===== src/core/sapa_consts.svh =====
`ifndef SAPA_CONSTS_SVH
`define SAPA_CONSTS_SVH
// Overview of operation
// - i2s master drives sck/ws; slave takes them in
// - i2s channel word is 16 bits, left first
// - i2s msb one bit after ws change, falling
// - left while ws low, right while high
// - launch i2s bits on fall, capture on rise
// - one shared engine, i2s or pcm, never both
// - pcm master makes clock/sync; slave takes them
// - up to three channels in sixteen slots
// - slot count follows the selected rate code
// - tx and rx of a channel share slot
// - data output released in unowned slots
// - release after falling edge in last bit
// - short and long sync in both roles
// - short sync: one-bit pulse before slot zero
// - slave sees sync on fall, data next rise
// - long sync: three bits from slot zero start
// - narrowband uses 13 of 16 bits, placeable
// - spare bits ignored in, filled out as set
// - reset format: 13-bit, left, msb first
// - burst mode fixes the bit clock half period at 3
// - every port setting is host programmable

`define SAPA_OFF_CTRL 8'h00
`define SAPA_OFF_CFG 8'h04
`define SAPA_OFF_FMT 8'h08
`define SAPA_OFF_CHAN 8'h0c
`define SAPA_OFF_TX0 8'h10
`define SAPA_OFF_TX1 8'h14
`define SAPA_OFF_TX2 8'h18
`define SAPA_OFF_RX0 8'h20
`define SAPA_OFF_RX1 8'h24
`define SAPA_OFF_RX2 8'h28
`define SAPA_OFF_STAT 8'h2c

`define SAPA_CTRL_EN 0
`define SAPA_CTRL_PCM 1
`define SAPA_CTRL_MASTER 2
`define SAPA_CTRL_LONG 3
`define SAPA_CTRL_BURST 4
`define SAPA_FMT_N13 0
`define SAPA_FMT_LSBF 1
`define SAPA_FMT_RJ 2

`define SAPA_CTRL_RST 5'h00
`define SAPA_CFG_RST 16'h0400
`define SAPA_FMT_RST 8'h01
`define SAPA_CHAN_RST 16'h0000

`define SAPA_BURST_HALF 8'h03
`define SAPA_I2S_LAST 8'h1f
`define SAPA_LONG_SYNC_BITS 8'h03
`define SAPA_MAX_RATE 3'h4
`define SAPA_NCH 3
`endif


===== src/core/sapa_pkg.sv =====
package sapa_pkg;
  typedef enum logic [1:0] {
    SAPA_FILL_ZERO  = 2'b00,
    SAPA_FILL_ONE   = 2'b01,
    SAPA_FILL_SIGN  = 2'b10,
    SAPA_FILL_CONST = 2'b11
  } sapa_fill_type;
endpackage


===== src/core/sapa_sync.sv =====
`timescale 1ns/100ps
module sapa_sync #(
  parameter int W = 3
) (
  input  wire logic         i_clk,
  input  wire logic         i_rst,
  input  wire logic [W-1:0] i_d,
  output logic      [W-1:0] o_q
);
  genvar g;
  generate
    for (g = 0; g < W; g++) begin : g_bit
      logic meta;
      always_ff @(posedge i_clk) begin
        if (i_rst) begin
          meta   <= 1'b0;
          o_q[g] <= 1'b0;
        end else begin
          meta   <= i_d[g];
          o_q[g] <= meta;
        end
      end
    end
  endgenerate
endmodule


===== src/core/sapa_clkgen.sv =====
`timescale 1ns/100ps
module sapa_clkgen (
  input  wire logic       i_clk,
  input  wire logic       i_rst,
  input  wire logic       i_en,
  input  wire logic       i_master,
  input  wire logic [7:0] i_half,
  input  wire logic       i_sck_s,
  output logic            o_sck,
  output logic            o_rise,
  output logic            o_fall
);
  logic [7:0] cnt;
  logic       sck_prev;
  logic       tick;

  assign tick = i_en && i_master && (cnt >= i_half - 8'h01);

  always_ff @(posedge i_clk) begin
    if (i_rst || !i_en || !i_master) begin
      cnt   <= 8'h00;
      o_sck <= 1'b0;
    end else if (tick) begin
      cnt   <= 8'h00;
      o_sck <= ~o_sck;
    end else begin
      cnt <= cnt + 8'h01;
    end
  end

  always_ff @(posedge i_clk) begin
    if (i_rst) begin
      sck_prev <= 1'b0;
    end else begin
      sck_prev <= i_sck_s;
    end
  end

  // edges of own divider in master, of synced pin in slave
  always_comb begin
    if (i_master) begin
      o_rise = tick && !o_sck;
      o_fall = tick && o_sck;
    end else begin
      o_rise = i_en && i_sck_s && !sck_prev;
      o_fall = i_en && !i_sck_s && sck_prev;
    end
  end
endmodule


===== src/core/sapa_top.sv =====
// Local design decisions: the register offsets and the APB interface to the registers.
`timescale 1ns/100ps
`include "sapa_consts.svh"
module sapa_top (
  input  wire logic        i_clk,
  input  wire logic        i_rst,
  input  wire logic        i_psel,
  input  wire logic        i_penable,
  input  wire logic        i_pwrite,
  input  wire logic [7:0]  i_paddr,
  input  wire logic [31:0] i_pwdata,
  output logic      [31:0] o_prdata,
  output logic             o_pready,
  output logic             o_pslverr,
  input  wire logic        i_sck,
  output logic             o_sck,
  output logic             o_sck_oe_n,
  input  wire logic        i_fs,
  output logic             o_fs,
  output logic             o_fs_oe_n,
  input  wire logic        i_sd,
  output logic             o_sd,
  output logic             o_sd_oe_n
);
  logic [4:0]  ctrl;
  logic [15:0] cfg;
  logic [7:0]  fmt;
  logic [15:0] chan;
  logic [15:0] tx_word [0:2];
  logic [15:0] rx_word [0:2];
  logic [7:0]  frame_cnt;

  logic        act_en;
  logic        act_pcm;
  logic        act_master;
  logic        act_long;
  logic        act_burst;
  logic [2:0]  act_rate;
  logic [7:0]  act_half;
  logic [7:0]  act_fmt;
  logic [15:0] act_chan;

  logic [2:0]  pin_s;
  logic        sck_s;
  logic        fs_s;
  logic        sd_s;
  logic        edge_rise;
  logic        edge_fall;
  logic        gen_sck;
  logic        launch;
  logic        capture;
  logic [7:0]  half_eff;

  logic [4:0]  nslots;
  logic [8:0]  frame_bits;
  logic [8:0]  frame_bits_m1;
  logic [7:0]  last_pos;
  logic [7:0]  pos;
  logic [7:0]  next_pos;
  logic        frame_start;
  logic        fs_prev;
  logic        realign;
  logic [7:0]  align_pos;

  logic [2:0]  hit_next;
  logic [2:0]  hit_cur;
  logic        own_next;
  logic        own_cur;
  logic [1:0]  ch_next;
  logic [1:0]  ch_cur;
  logic [15:0] tx_src;
  logic [15:0] tx_sh;
  logic [15:0] rx_sh;
  logic [15:0] rx_full;

  logic        apb_wr;
  logic        mapped;
  logic [31:0] rd_mux;

  // host port
  assign apb_wr   = i_psel && i_penable && i_pwrite && mapped;
  assign o_pready = 1'b1;
  assign o_pslverr = i_psel && i_penable && !mapped;

  always_comb begin
    case (i_paddr)
      `SAPA_OFF_CTRL, `SAPA_OFF_CFG, `SAPA_OFF_FMT, `SAPA_OFF_CHAN,
      `SAPA_OFF_TX0, `SAPA_OFF_TX1, `SAPA_OFF_TX2,
      `SAPA_OFF_RX0, `SAPA_OFF_RX1, `SAPA_OFF_RX2,
      `SAPA_OFF_STAT: mapped = 1'b1;
      default:        mapped = 1'b0;
    endcase
  end

  always_ff @(posedge i_clk) begin
    if (i_rst) begin
      ctrl       <= `SAPA_CTRL_RST;
      cfg        <= `SAPA_CFG_RST;
      fmt        <= `SAPA_FMT_RST;
      chan       <= `SAPA_CHAN_RST;
      tx_word[0] <= 16'h0000;
      tx_word[1] <= 16'h0000;
      tx_word[2] <= 16'h0000;
    end else if (apb_wr) begin
      case (i_paddr)
        `SAPA_OFF_CTRL: ctrl       <= i_pwdata[4:0];
        `SAPA_OFF_CFG:  cfg        <= i_pwdata[15:0];
        `SAPA_OFF_FMT:  fmt        <= i_pwdata[7:0];
        `SAPA_OFF_CHAN: chan       <= i_pwdata[15:0];
        `SAPA_OFF_TX0:  tx_word[0] <= i_pwdata[15:0];
        `SAPA_OFF_TX1:  tx_word[1] <= i_pwdata[15:0];
        `SAPA_OFF_TX2:  tx_word[2] <= i_pwdata[15:0];
        default: ;
      endcase
    end
  end

  always_comb begin
    case (i_paddr)
      `SAPA_OFF_CTRL: rd_mux = {27'h0000000, ctrl};
      `SAPA_OFF_CFG:  rd_mux = {16'h0000, cfg};
      `SAPA_OFF_FMT:  rd_mux = {24'h000000, fmt};
      `SAPA_OFF_CHAN: rd_mux = {16'h0000, chan};
      `SAPA_OFF_TX0:  rd_mux = {16'h0000, tx_word[0]};
      `SAPA_OFF_TX1:  rd_mux = {16'h0000, tx_word[1]};
      `SAPA_OFF_TX2:  rd_mux = {16'h0000, tx_word[2]};
      `SAPA_OFF_RX0:  rd_mux = {16'h0000, rx_word[0]};
      `SAPA_OFF_RX1:  rd_mux = {16'h0000, rx_word[1]};
      `SAPA_OFF_RX2:  rd_mux = {16'h0000, rx_word[2]};
      `SAPA_OFF_STAT: rd_mux = {8'h00, pos, frame_cnt,
                                5'h00, act_master, act_pcm, act_en};
      default:        rd_mux = 32'h00000000;
    endcase
  end

  // read data captured in the setup phase, valid in access
  always_ff @(posedge i_clk) begin
    if (i_rst) begin
      o_prdata <= 32'h00000000;
    end else if (i_psel && !i_penable && !i_pwrite) begin
      o_prdata <= rd_mux;
    end
  end

  // working copy: follows host while idle or on disable, else at frame edge
  always_ff @(posedge i_clk) begin
    if (i_rst) begin
      act_en     <= 1'b0;
      act_pcm    <= 1'b0;
      act_master <= 1'b0;
      act_long   <= 1'b0;
      act_burst  <= 1'b0;
      act_rate   <= 3'(`SAPA_CFG_RST);
      act_half   <= 8'(`SAPA_CFG_RST >> 8);
      act_fmt    <= `SAPA_FMT_RST;
      act_chan   <= `SAPA_CHAN_RST;
    end else if (!act_en || !ctrl[`SAPA_CTRL_EN] || frame_start) begin
      act_en     <= ctrl[`SAPA_CTRL_EN];
      act_pcm    <= ctrl[`SAPA_CTRL_PCM];
      act_master <= ctrl[`SAPA_CTRL_MASTER];
      act_long   <= ctrl[`SAPA_CTRL_LONG];
      act_burst  <= ctrl[`SAPA_CTRL_BURST];
      act_rate   <= cfg[2:0];
      act_half   <= cfg[15:8];
      act_fmt    <= fmt;
      act_chan   <= chan;
    end
  end

  sapa_sync #(
    .W (3)
  ) u_sync (
    .i_clk (i_clk),
    .i_rst (i_rst),
    .i_d   ({i_sd, i_fs, i_sck}),
    .o_q   (pin_s)
  );
  assign sck_s = pin_s[0];
  assign fs_s  = pin_s[1];
  assign sd_s  = pin_s[2];

  // burst forces a divider half period of 3
  always_comb begin
    if (act_burst) begin
      half_eff = `SAPA_BURST_HALF;
    end else if (act_half == 8'h00) begin
      half_eff = 8'h01;
    end else begin
      half_eff = act_half;
    end
  end

  sapa_clkgen u_clkgen (
    .i_clk    (i_clk),
    .i_rst    (i_rst),
    .i_en     (act_en),
    .i_master (act_master),
    .i_half   (half_eff),
    .i_sck_s  (sck_s),
    .o_sck    (gen_sck),
    .o_rise   (edge_rise),
    .o_fall   (edge_fall)
  );

  // i2s launches on fall; pcm launches on rise
  assign launch  = act_pcm ? edge_rise : edge_fall;
  assign capture = act_pcm ? edge_fall : edge_rise;

  // rate code 0..4 gives 1,2,4,8,16 slots
  always_comb begin
    if (act_rate > `SAPA_MAX_RATE) begin
      nslots = 5'h10;
    end else begin
      nslots = 5'(5'h01 << act_rate);
    end
  end
  assign frame_bits    = {nslots, 4'h0};
  assign frame_bits_m1 = frame_bits - 9'h001;
  assign last_pos = act_pcm ? frame_bits_m1[7:0] : `SAPA_I2S_LAST;
  assign next_pos = (pos == last_pos) ? 8'h00 : pos + 8'h01;
  assign frame_start = act_en && launch && (next_pos == 8'h00);

  // slave alignment from ws change or sync pulse
  always_comb begin
    realign   = 1'b0;
    align_pos = pos;
    if (!act_pcm) begin
      realign   = fs_s != fs_prev;
      align_pos = fs_s ? 8'h0f : 8'h1f;
    end else if (fs_s && !fs_prev) begin
      realign   = 1'b1;
      align_pos = act_long ? 8'h00 : last_pos;
    end
  end

  always_ff @(posedge i_clk) begin
    if (i_rst) begin
      fs_prev <= 1'b0;
    end else if (capture) begin
      fs_prev <= fs_s;
    end
  end

  always_ff @(posedge i_clk) begin
    if (i_rst) begin
      pos <= 8'h00;
    end else if (!act_en) begin
      pos <= last_pos;
    end else if (launch) begin
      pos <= next_pos;
    end else if (capture && !act_master && realign) begin
      pos <= align_pos;
    end
  end

  always_ff @(posedge i_clk) begin
    if (i_rst) begin
      frame_cnt <= 8'h00;
    end else if (frame_start) begin
      frame_cnt <= frame_cnt + 8'h01;
    end
  end

  // slot ownership for the next and the current bit
  genvar c;
  generate
    for (c = 0; c < `SAPA_NCH; c++) begin : g_ch
      assign hit_next[c] = act_chan[c]
        && (act_chan[4*c+7:4*c+4] == next_pos[7:4])
        && ({1'b0, next_pos[7:4]} < nslots);
      assign hit_cur[c] = act_chan[c]
        && (act_chan[4*c+7:4*c+4] == pos[7:4])
        && ({1'b0, pos[7:4]} < nslots);
    end
  endgenerate

  always_comb begin
    own_next = |hit_next;
    own_cur  = |hit_cur;
    ch_next  = hit_next[0] ? 2'd0 : (hit_next[1] ? 2'd1 : 2'd2);
    ch_cur   = hit_cur[0] ? 2'd0 : (hit_cur[1] ? 2'd1 : 2'd2);
  end

  function automatic logic [15:0] sapa_rev(input logic [15:0] w);
    logic [15:0] r;
    r = 16'h0000;
    for (int i = 0; i < 16; i++) begin
      r[i] = w[15-i];
    end
    return r;
  endfunction

  function automatic logic [15:0] sapa_fmt_tx(input logic [15:0] w,
                                              input logic [7:0]  f);
    logic [2:0]  fill;
    logic [15:0] t;
    case (sapa_pkg::sapa_fill_type'(f[4:3]))
      sapa_pkg::SAPA_FILL_ZERO: fill = 3'h0;
      sapa_pkg::SAPA_FILL_ONE:  fill = 3'h7;
      sapa_pkg::SAPA_FILL_SIGN: fill = {3{w[12]}};
      default:                  fill = f[7:5];
    endcase
    if (f[`SAPA_FMT_N13]) begin
      t = f[`SAPA_FMT_RJ] ? {fill, w[12:0]} : {w[12:0], fill};
    end else begin
      t = w;
    end
    return f[`SAPA_FMT_LSBF] ? sapa_rev(t) : t;
  endfunction

  function automatic logic [15:0] sapa_fmt_rx(input logic [15:0] w,
                                              input logic [7:0]  f);
    logic [15:0] t;
    logic [12:0] s;
    t = f[`SAPA_FMT_LSBF] ? sapa_rev(w) : w;
    s = f[`SAPA_FMT_RJ] ? t[12:0] : t[15:3];
    return f[`SAPA_FMT_N13] ? {{3{s[12]}}, s} : t;
  endfunction

  // word source: i2s by ws half, pcm by slot owner
  always_comb begin
    if (!act_pcm) begin
      tx_src = tx_word[{1'b0, next_pos[4]}];
    end else begin
      tx_src = sapa_fmt_tx(tx_word[ch_next], act_fmt);
    end
  end

  always_ff @(posedge i_clk) begin
    if (i_rst) begin
      tx_sh <= 16'h0000;
      o_sd  <= 1'b0;
    end else if (!act_en) begin
      o_sd <= 1'b0;
    end else if (launch) begin
      if (next_pos[3:0] == 4'h0) begin
        tx_sh <= tx_src;
        o_sd  <= tx_src[15];
      end else begin
        o_sd  <= tx_sh[4'hf - next_pos[3:0]];
      end
    end
  end

  // pcm output driven only inside owned slots
  always_ff @(posedge i_clk) begin
    if (i_rst) begin
      o_sd_oe_n <= 1'b0;
    end else if (!act_pcm) begin
      o_sd_oe_n <= 1'b0;
    end else if (!act_en) begin
      o_sd_oe_n <= 1'b1;
    end else if (launch) begin
      o_sd_oe_n <= !own_next;
    end else if (!own_cur) begin
      o_sd_oe_n <= 1'b1;
    end else if (edge_fall && pos[3:0] == 4'hf) begin
      o_sd_oe_n <= 1'b1;
    end
  end

  assign rx_full = {rx_sh[14:0], sd_s};

  always_ff @(posedge i_clk) begin
    if (i_rst) begin
      rx_sh <= 16'h0000;
    end else if (act_en && capture) begin
      rx_sh <= rx_full;
    end
  end

  always_ff @(posedge i_clk) begin
    if (i_rst) begin
      rx_word[0] <= 16'h0000;
      rx_word[1] <= 16'h0000;
      rx_word[2] <= 16'h0000;
    end else if (act_en && capture && pos[3:0] == 4'hf) begin
      if (!act_pcm) begin
        rx_word[{1'b0, pos[4]}] <= rx_full;
      end else if (own_cur) begin
        rx_word[ch_cur] <= sapa_fmt_rx(rx_full, act_fmt);
      end
    end
  end

  // frame sync or word select, master only
  always_ff @(posedge i_clk) begin
    if (i_rst) begin
      o_fs <= 1'b0;
    end else if (!act_en || !act_master) begin
      o_fs <= 1'b0;
    end else if (launch) begin
      if (!act_pcm) begin
        if (next_pos == 8'h0f) begin
          o_fs <= 1'b1;
        end else if (next_pos == 8'h1f) begin
          o_fs <= 1'b0;
        end
      end else if (act_long) begin
        o_fs <= next_pos < `SAPA_LONG_SYNC_BITS;
      end else begin
        o_fs <= next_pos == last_pos;
      end
    end
  end

  assign o_sck      = gen_sck;
  assign o_sck_oe_n = !act_master;
  assign o_fs_oe_n  = !act_master;
endmodule


===== config.mk =====
export PLATFORM = sky130hd
export DESIGN_NAME = sapa_top
export DESIGN_NICKNAME = d
export VERILOG_FILES = /design/src/core/sapa_pkg.sv /design/src/core/sapa_sync.sv /design/src/core/sapa_clkgen.sv /design/src/core/sapa_top.sv
export VERILOG_INCLUDE_DIRS = /design/src /design/src/core
export SDC_FILE = /design/constraint.sdc
export NUM_CORES = 1
export LEC_CHECK = 0
export BUFFER_PORTS_ARGS = -buffer_cell sky130_fd_sc_hd__clkbuf_2
export CAP_MARGIN = 10
export CELL_PAD_IN_SITES_DETAIL_PLACEMENT = 2
export CELL_PAD_IN_SITES_GLOBAL_PLACEMENT = 2
export CORE_ASPECT_RATIO = 0.75
export CORE_MARGIN = 2
export CORE_UTILIZATION = 41
export DETAILED_ROUTE_END_ITERATION = 8
export GPL_ROUTABILITY_DRIVEN = 1
export PLACE_DENSITY_LB_ADDON = 0.1
export SYNTH_ARGS = -nofsm -noshare
export SYNTH_HDL_FRONTEND = slang
export SYNTH_SLANG_ARGS = --single-unit

===== constraint.sdc =====
create_clock -name i_clk -period 10.5 [get_ports i_clk]
set_clock_uncertainty 0.2 [all_clocks]
set_input_delay 0 -clock i_clk [delete_from_list [all_inputs] [get_ports i_clk]]
set_output_delay 0 -clock i_clk [all_outputs]
set_load 0.01 [all_outputs]

==> flow_metrics.tcl, run 1 <==
set metrics [dict create \
    p_leak_uw 0.00581 \
    p_seq_share_pct 45.9 \
    period_needed_ns 7.03 \
    cts_tree "done" \
    cts_sinks 271 \
    dpl.hpwl_um 44500 \
    drcViolationCount 0 \
    seq_area_um2 6390 \
    drive_above_1_share_pct 11.5 \
    synthFlopType "dfxtp_1" \
    ys_seq_area_share_pct 45.2 \
    pin_count 88 \
    slowest_delay_ns 0.88 \
    clk_path_buf_depth 3 \
    startpoint_type "flip-flop" \
    min_path_cells 4 \
    synth.distinct_cells 87 \
    grt_pass1_wl_um 94800 \
    coreArea_um2 33700 \
    antenna_found_initial 7 \
    cp-end-kind "flip-flop" \
    grt_overflow 0 \
    vias_per_cell 6.46 \
    dp_slack_ns 3.95 \
    dr.pass1.iters 6 \
    num_vias 13530 \
    maxCapViolCount 0 \
    cts-root-buf "clkbuf_16" \
    wl_per_cell_um 30.9 \
    comb_power_share_pct 5.0 \
    routed_wl_um 64800 \
    synthArstFlopShare_pct 0 \
    power.density_nw_per_um2 153 \
    hold_path_startpoint "i_pwdata[2]" \
    fp-row-count 58 \
    rsz0062_at_grt "false" \
    die_h_um 165 \
    status "completed" \
    cp.required_ns 10.51 \
    path_clk_slew_ns 0.07 \
    setup_viol 0 \
    nets 1687 \
    syn_area_um2 14100 \
    synth_edf_count 96 \
    arrival_ns 7.04 \
    synth_seq_cells 271 \
    reg2reg_depth 18 \
    dpl.cell_count 2000 \
    path_class "flip-flop to flip-flop" \
    dieWidth_um 218 \
    fin_crit_sh_pct 67.0 \
    grt_pass1_vias 14083 \
    hold_violations 0 \
    slew_viol_final 0 \
    fillers 3633 \
    r2r-end "rx_word[0][12]$_SDFFCE_PN0P_" \
    worst_slew_pin_slew_ns 1.18 \
    rr_startpoint "act_half[2]$_SDFFE_PP1P_" \
    grt.busiest_layer "met2" \
    use_met2_pct 55.4 \
    antenna_left 0 \
    cp_max_fo 17 \
    grt_use_met1_pct 48.9 \
    swShare_pct 24.2 \
    avgSynthCellArea_um2 9.00 \
    numPortBuffers 62 \
    yosysWarnings 0 \
    hold_path_class "input pin to flip-flop" \
    cts_max_level 1 \
    crit_path_cell_trace "nor3_1 -> nand2b_1 -> or3_1 -> o21bai_1 -> nor2_1 -> ha_1 -> o21a_1 -> a31oi_1 -> ha_1 -> o2111ai_1 -> nor3_1 -> nor2_1 -> o21a_1 -> buf_4 -> a2111oi_0 -> o21ai_1 -> buf_4 -> nand2b_1" \
    gp_congestion 0.919 \
    multi_input_area_um2 7140 \
    drt_iter0_drc 1544 \
    dieArea_um2 36000 \
    fmax_mhz 142 \
    use_met3_pct 10.5 \
    ir_drop_v 0.000122 \
    crit_slowest_cell "nor3_1" \
    cts_buffers 30 \
    total_power_uw 2480 \
    stdcell_count 2095 \
    clkLatencyLatePin_ns 0.62 \
    synthCells 1569 \
    min_to "chan[2]$_SDFFE_PP0P_" \
    r2r_slack_ns 3.47 \
    finalSetupTns_ns 0 \
    post_cts_buffers 0 \
    initial_utilization_pct 41.9 \
    syn_to_final_growth_pct 14.9 \
    layout_setup_ws_ns 3.47 \
    p_clk_share_pct 49.1 \
    grt_usage_pct 36.0 \
    p_int_uw 1880 \
    max_slew_margin_pct 21.1 \
    grt_start_max_net_pins 78 \
    switchingPower_uw 600 \
]
[worst max path at each step]
| stage | end | cells after the start | start | slack (ns) |
|---|---|---|---|---|
| 2_1_floorplan | rx_word[0][0]$_SDFFCE_PN0P_ | 17 | act_half[2]$_SDFFE_PP1P_ | 5.72 |
| 3_3_place_gp | rx_word[1][15]$_SDFFCE_PN0P_ | 18 | act_half[2]$_SDFFE_PP1P_ | 4.35 |
| 3_5_place_dp | rx_word[0][15]$_SDFFCE_PN0P_ | 18 | act_half[2]$_SDFFE_PP1P_ | 3.95 |
| 4_1_cts | rx_word[0][15]$_SDFFCE_PN0P_ | 18 | act_half[2]$_SDFFE_PP1P_ | 3.64 |
| 5_1_grt | rx_word[0][15]$_SDFFCE_PN0P_ | 18 | act_half[2]$_SDFFE_PP1P_ | 3.04 |
| 6_report | rx_word[0][12]$_SDFFCE_PN0P_ | 18 | act_half[2]$_SDFFE_PP1P_ | 3.47 |
[routing by layer]
metal	wire [um]	share of wire [%]
met3	6660	10
met2	28400	44
met5	31	0.048
met1	27700	43
met4	2000	3.1
[cell families (layout without fill, tap and decap cells)]
family | count (synthesis) | after routing | synth area share [%]
AO/OA/AOI/OAI | 402 | 402 | 20.0
XOR/XNOR | 43 | 43 | 2.76
adder cells (fa/ha/maj) | 21 | 21 | 1.86
buffers and inverters | 147 | 212 | 4.61
flip-flops | 271 | 271 | 45.2
multiplexers | 60 | 60 | 5.15
other | 2 | 13 | 0.0532
AND/OR/NAND/NOR | 623 | 623 | 20.4
[worst max-delay path: cells and delay by family (launching register included)]
family | cells | cell delay [ns]
AOI/OAI and AO/OA | 7 | 1.85
adders and majority gates | 2 | 0.48
buffers and inverters | 2 | 0.51
DFF | 1 | 0.36
and+or+nand+nor | 7 | 3.20
[final cells by class]
cell class | count | share of cell area [%]
clock buffer | 39 | 5.33
tap | 450 | 3.47
inverter | 30 | 0.694
sequential | 271 | 39.3
timing repair buffer | 127 | 5.50
clock inverter | 16 | 1.58
antenna | 4 | 0.0617
multi-input combinational | 1158 | 44.0
[state kept, by name, indices dropped and copies added (netlist names), 3 cells and up]
| register | flops |
|---|---|
| rx_word | 48 |
| act_rate | 3 |
| chan | 16 |
| rx_sh | 15 |
| tx_word | 48 |
| act_chan | 15 |
| u_sync.o_q | 3 |
| u_clkgen.cnt | 8 |
| o_prdata | 24 |
| cfg | 16 |
| pos | 8 |
| ctrl | 5 |
| tx_sh | 16 |
| u_sync.g_bit.meta | 3 |
| frame_cnt | 8 |
| act_fmt | 8 |
| act_half | 8 |
| fmt | 8 |
[power groups by stage]
stage          Clock [uW]  Sequential [uW]  Combinational [uW]
2_1_floorplan           0             1140                66.6
3_3_place_gp            0             1150                 106
3_5_place_dp            0             1160                 109
4_1_cts              1220             1130                 119
5_1_grt              1260             1140                 131
6_report             1220             1140                 124
[per-stage QoR]
step                utilization (%)  hold WS (ns)  area [um^2]
finish                         48.1        0.0621        16200
global route                   48.1        0.0906        16200
CTS                            48.0        0.0476        16200
detailed placement             43.7        0.0281        14700
global placement               43.7       0.00818        14700
floorplan                         -        -0.110        14200
[placed cells by master (no fill, tap or decap), drive strengths merged, types with 7 or more instances in the layout]
master and count:
conb 9, nor2b 10, mux2i 49, a22o 13
o21ai 55, edfxtp 96, nand2b 10, and2 23
a21boi 7, nor2 160, and3 33, inv 31
mux4 10, a211oi 27, clkinv 9, o21a 16
a22oi 18, xnor2 19, a21o 10, a221oi 31
a222oi 16, nand3b 11, o211ai 10, a21oi 121
clkbuf 100, buf 31, a311oi 11, nand3 57
nor3 37, dfxtp 175, xor2 23, dlygate4sd3 35
nand2 243, ha 21
[cells in the mapped netlist, drive strengths merged (18+ instances only)]
library cell  count  area [um^2]
a211oi           27          208
a21oi           121          606
a221oi           31          272
a22oi            18          145
and2             23          144
and3             33          206
buf              40          249
clkbuf           77          289
dfxtp           175         3500
edfxtp           96         2880
ha               21          263
inv              30          113
mux2i            49          490
nand2           243          917
nand3            57          285
nor2            160          611
nor3             37          185
o21ai            55          287
xnor2            19          166
xor2             23          201
[what timing repair did]
action / CTS / global route
endpoints found under the hold margin: 138 / 0
hold buffers: 35 / 0
resized for setup: 0 / 0
No activity file was read; power rests on OpenSTA's default activity.
==> run 2: changes to the inputs <==
Settings changed: CORE_UTILIZATION 41 to 35.
Clock period 10.5 ns to 6.2 ns, I/O delays scaled along.
==> flow_metrics.tcl, run 2 (synthesis results as in run 1) <==
set metrics [dict create \
    crit_slowest_cell "dfxtp_1" \
    dieArea_um2 42000 \
    num_vias 13194 \
    crit_end "o_sd$_SDFFE_PP0N_" \
    fp-row-count 63 \
    clkLatencyLatePin_ns 0.60 \
    syn_to_final_growth_pct 15.8 \
    routed_wl_um 61600 \
    grt_usage_pct 29.1 \
    grt_pass1_vias 13423 \
    cts_buffers 30 \
    slowest_delay_ns 0.64 \
    path_buf_inv 2 \
    cts-root-buf "clkbuf_16" \
    drive_above_1_share_pct 12.4 \
    route.met2.wl_um 26100 \
    highest_layer "met4" \
    grt_pass1_wl_um 90700 \
    cpLargestDelayFamily "compound AO/OA/AOI/OAI gates" \
    path_clk_slew_ns 0.07 \
    rr_startpoint "pos[0]$_SDFFE_PP0P_" \
    vias_per_cell 6.06 \
    max_slew_margin_pct 20.5 \
    antenna_left 0 \
    grt_start_max_net_pins 86 \
    drt_iter0_drc 1284 \
    grt_overflow 0 \
    ir_drop_v 0.000220 \
    coreArea_um2 39600 \
    cts_max_level 1 \
    startpoint_type "flip-flop" \
    dp_slack_ns 0.698 \
    initial_utilization_pct 35.6 \
    power.density_nw_per_um2 248 \
    rsz0062_at_grt "false" \
    fillers 4379 \
    gp_congestion 0.912 \
    cp_max_fo 13 \
    r2r-end "o_sd$_SDFFE_PP0N_" \
    maxCapViolCount 0 \
    crit_path_cell_trace "ha_1 -> nand3_1 -> a21oi_1 -> buf_4 -> and2_1 -> nand2_1 -> nand2_1 -> inv_2 -> ha_1 -> o21a_1 -> o21ai_0 -> a21oi_1 -> o21ai_4 -> o2111a_1 -> a21boi_1 -> a211oi_2 -> o31ai_1 -> o32ai_1 -> a21boi_1" \
    hold_path_class "input pin to flip-flop" \
    final_core_util_pct 41.3 \
    wl_met1_um 29800 \
    multi_input_area_um2 7150 \
    worst_slew_pin_slew_ns 1.19 \
    p_leak_uw 0.00584 \
    cts_sinks 271 \
    clk_path_buf_depth 3 \
    crit_cells 19 \
    dieWidth_um 236 \
    pin_count 88 \
    slew_viol_final 0 \
    finalSetupTns_ns 0 \
    setup_viol 0 \
    die_h_um 178 \
    fin_crit_sh_pct 90.7 \
    seq_area_um2 6390 \
    period_needed_ns 5.63 \
    fmax_mhz 178 \
    cp.required_ns 6.45 \
    arrival_ns 5.88 \
    cts_tree "done" \
    wl_met3_um 4380 \
    dr.pass1.iters 5 \
    layout_common_cells "nand2_1, dfxtp_1, nor2_1" \
    reg2reg_depth 19 \
    diodes 0 \
    crit_path_start "pos[0]$_SDFFE_PP0P_" \
    r2r_slack_ns 0.57 \
    hold_violations 0 \
    cp-end-kind "flip-flop" \
    post_cts_buffers 0 \
    layout_setup_ws_ns 0.574 \
    path_class "flip-flop to flip-flop" \
    antenna_found_initial 0 \
    reg.largest.list "rx_word x48, tx_word x48, o_prdata x24" \
    dpl.hpwl_um 45300 \
    status "completed" \
    drcViolationCount 0 \
    nets 1704 \
    numPortBuffers 62 \
    wl_per_cell_um 28.3 \
    final_common_cell "nand2_1" \
]
-- run 2: cell types whose count changed in the layout (fill, tap and decap cells not counted), sizes merged --
| cell | delta |
|---|---|
| buf | +16 |
| clkbuf | -6 |
| clkinvlp | +6 |
| diode | -4 |
| clkinv | +2 |
| bufinv | -1 |
| dlygate4sd3 | +1 |
-- run 2: final cells by class --
class | instances | share of cell area (%)
Clock buffer | 33 | 4.66
Clock inverter | 23 | 1.70
Inverter | 30 | 0.688
Multi-Input combinational cell | 1158 | 43.7
Sequential cell | 271 | 39.0
Tap cell | 520 | 3.98
Timing Repair Buffer | 144 | 6.25
-- run 2: worst min path at each step --
| stage | to | slack, ns | from | cells past startpoint |
|---|---|---|---|---|
| finish | ctrl[0]$_SDFFE_PP0P_ | 0.07 | i_paddr[6] | 6 |
| global route | chan[7]$_SDFFE_PP0P_ | 0.08 | i_pwdata[7] | 4 |
| CTS | o_prdata[23]$_SDFFE_PP0P_ | 0.04 | i_paddr[6] | 7 |
| detailed placement | u_sync.g_bit[2].meta$_SDFF_PP0_ | 0.02 | i_sd | 2 |
| global placement | u_sync.g_bit[0].meta$_SDFF_PP0_ | 0.01 | i_sck | 2 |
| floorplan | o_pslverr | -0.11 | i_penable | 2 |
-- run 2: through the flow --
stage | cells | total power, uW | hold WS, ns | cell area [um^2]
6_report | 2179 | 4050 | 0.0651 | 16400
5_1_grt | 2179 | 4160 | 0.0815 | 16400
4_1_cts | 2179 | 4080 | 0.0365 | 16400
3_5_place_dp | 2087 | 2150 | 0.0181 | 15000
3_3_place_gp | 2087 | 2140 | 0.0139 | 15000
2_1_floorplan | 1576 | 2040 | -0.110 | 14200
-- run 2: repair_timing --
action | CTS | global route
resized for setup | 0 | 0
hold endpoints to repair | 158 | 0
endpoints found under the setup margin | 0 | 0
hold buffers | 36 | 0
-- run 2: layer usage --
metal / GRT usage [%] / vias up
met1: 43.7 / 6820
met3: 4.36 / 61
met2: 44.1 / 462
met4: 6.08 / 0
li1: - / 5851
met5: 0 / -
-- run 2: worst register-to-register path: stages (launching register included) --
cell and delay (ns):
dfxtp_1 0.64, ha_1 0.26, nand3_1 0.25, a21oi_1 0.23
buf_4 0.16, and2_1 0.19, nand2_1 0.35, nand2_1 0.31
inv_2 0.17, ha_1 0.33, o21a_1 0.18, o21ai_0 0.17
a21oi_1 0.14, o21ai_4 0.13, o2111a_1 0.53, a21boi_1 0.15
a211oi_2 0.38, o31ai_1 0.14, o32ai_1 0.46, a21boi_1 0.13
-- run 2: where the power goes --
part,total [uW],switching (uW),leakage [uW],internal (uW)
Sequential,1920,41.8,0.00235,1880
Combinational,216,144,0.00299,72.1
Clock,1920,816,0.000493,1100
Total,4050,1000,0.00584,3050
==> run 3: changes to the inputs <==
Settings changed: PLACE_DENSITY from default to 0.89, PLACE_DENSITY_LB_ADDON 0.1 to default, SETUP_SLACK_MARGIN from default to 0.02.
==> flow_metrics.tcl, run 3 (synthesis results as in run 1) <==
set metrics [dict create \
    fin_crit_sh_pct 94.2 \
    wl_per_cell_um 29.4 \
    period_needed_ns 5.84 \
    path_class "flip-flop to flip-flop" \
    reg.largest.list "rx_word x48, tx_word x48, o_prdata x24" \
    hold_violations 0 \
    grt_pass1_vias 14191 \
    startpoint_type "flip-flop" \
    p_int_uw 2930 \
    slew_viol_final 0 \
    cts_buffers 30 \
    setup_viol 0 \
    final_core_util_pct 40.9 \
    p_seq_share_pct 48.8 \
    nets 1696 \
    cts_sinks 271 \
    drive_above_1_share_pct 11.6 \
    coreArea_um2 39600 \
    path_clk_slew_ns 0.06 \
    gp_congestion 0.931 \
    clk_path_buf_depth 3 \
    pin_count 88 \
    antenna_left 0 \
    dr.pass1.iters 9 \
    cp-end-kind "flip-flop" \
    arrival_ns 5.96 \
    fmax_mhz 171 \
    routed_wl_um 63800 \
    stdcell_count 2172 \
    numPortBuffers 62 \
    dpl.cell_count 2082 \
    total_power_uw 3940 \
    cts-root-buf "clkbuf_16" \
    final_common_cell "nand2_1" \
    cts_max_level 1 \
    p_leak_uw 0.00577 \
    min_to "u_sync.g_bit[2].meta$_SDFF_PP0_" \
    initial_utilization_pct 35.6 \
    hold_path_class "input pin to flip-flop" \
    rsz0062_at_grt "false" \
    ir_drop_v 0.000252 \
    cp_max_fo 18 \
    r2r-end "rx_word[1][9]$_SDFFCE_PN0P_" \
    drcViolationCount 0 \
    grt_usage_pct 30.0 \
    grt_start_max_net_pins 73 \
    clkLatencyLatePin_ns 0.61 \
    reg2reg_depth 18 \
    syn_to_final_growth_pct 14.7 \
    dpl.hpwl_um 44400 \
    status "completed" \
    drt_iter0_drc 1551 \
    cp.required_ns 6.32 \
    antenna_found_initial 6 \
    switchingPower_uw 1000 \
    dieArea_um2 42000 \
    grt_overflow 0 \
    grt_pass1_wl_um 94200 \
    fp-row-count 63 \
    finalSetupTns_ns 0 \
    min_path_cells 3 \
    comb_power_share_pct 5.4 \
    power.density_nw_per_um2 243 \
    dieWidth_um 236 \
    worst_slew_pin_slew_ns 1.20 \
    cts_tree "done" \
    post_cts_buffers 0 \
    hold_path_startpoint "i_sd" \
    swShare_pct 25.5 \
    rr_startpoint "act_half[2]$_SDFFE_PP1P_" \
    max_slew_margin_pct 19.7 \
    die_h_um 178 \
    num_vias 13653 \
    r2r_slack_ns 0.36 \
    maxCapViolCount 0 \
    layout_common_cells "nand2_1, dfxtp_1, nor2_1" \
    p_clk_share_pct 45.8 \
    vias_per_cell 6.29 \
]
==> run 3: cell count changes in the layout (fill, tap and decap cells not counted), sizes merged, moves of 2 or more <==
cell and delta:
buf -5, bufinv -4, clkbuf +12, clkinv -2, clkinvlp -6, diode +2, dlygate4sd3 -3
==> run 3: how the worst max path moves through the flow <==
stage,from,to,depth (start not counted)
2_1_floorplan,act_half[2]$_SDFFE_PP1P_,rx_word[0][0]$_SDFFCE_PN0P_,17
3_3_place_gp,act_half[2]$_SDFFE_PP1P_,rx_word[1][7]$_SDFFCE_PN0P_,18
3_5_place_dp,act_half[2]$_SDFFE_PP1P_,rx_word[1][6]$_SDFFCE_PN0P_,18
4_1_cts,act_half[2]$_SDFFE_PP1P_,rx_word[1][8]$_SDFFCE_PN0P_,18
5_1_grt,act_half[2]$_SDFFE_PP1P_,rx_word[1][9]$_SDFFCE_PN0P_,18
6_report,act_half[2]$_SDFFE_PP1P_,rx_word[1][9]$_SDFFCE_PN0P_,18
==> run 3: final cells by class <==
cell class | count | area (um^2)
diodes | 2 | 5.00
clock buffers | 45 | 848
clock inverters | 10 | 96.3
fillers | 4251 | 23400
inverters | 30 | 113
multi-input cells | 1158 | 7150
flip-flops and latches | 271 | 6390
well taps | 520 | 651
repair buffers | 136 | 955
==> run 3: critical path, cell delays in order, from the launching register on <==
cell       delay [ns]
dfxtp_1          0.35
nor3_2           0.30
nand2b_1         0.13
or3_1            0.35
o21bai_1         0.28
nor2_1           0.13
ha_1             0.28
nand3b_1         0.11
a32oi_1          0.12
ha_1             0.34
o2111ai_1        0.35
nor3_1           0.41
nor2_1           0.16
or4_1            0.65
buf_4            0.29
and2_1           0.20
o21ai_1          0.40
nand2b_1         0.22
buf_4            0.26
==> run 3: through the flow <==
| step | area (um^2) | hold WS, ns | worst slack [ns] |
|---|---|---|---|
| 2_1_floorplan | 14200 | -0.110 | 1.42 |
| 3_3_place_gp | 14900 | 0.0322 | 0.855 |
| 3_5_place_dp | 14900 | 0.0424 | 0.421 |
| 4_1_cts | 16200 | 0.00481 | 0.316 |
| 5_1_grt | 16200 | 0.0474 | 0.0919 |
| 6_report | 16200 | 0.00635 | 0.362 |
==> run 3: power by group through the flow <==
stage	registers [uW]	logic (uW)	clock network, uW
6_report	1920	214	1800
4_1_cts	1920	207	1790
3_3_place_gp	1950	183	0
5_1_grt	1920	225	1870
3_5_place_dp	1950	190	0
2_1_floorplan	1930	113	0
==> run 3: metal layers <==
| metal | track usage, % | wire, um | part of all wire (%) |
|---|---|---|---|
| met3 | 6.45 | 6040 | 9.5 |
| met2 | 48.4 | 29000 | 45 |
| met4 | 8.63 | 2010 | 3.1 |
| met5 | 0 | 16 | 0.025 |
| met1 | 40.5 | 26700 | 42 |
==> run 3: repair_timing <==
action                                  CTS  global route
endpoints found under the setup margin    0            21
resized for setup                         0             1
hold buffers                             33             0
hold endpoints to repair                163             0
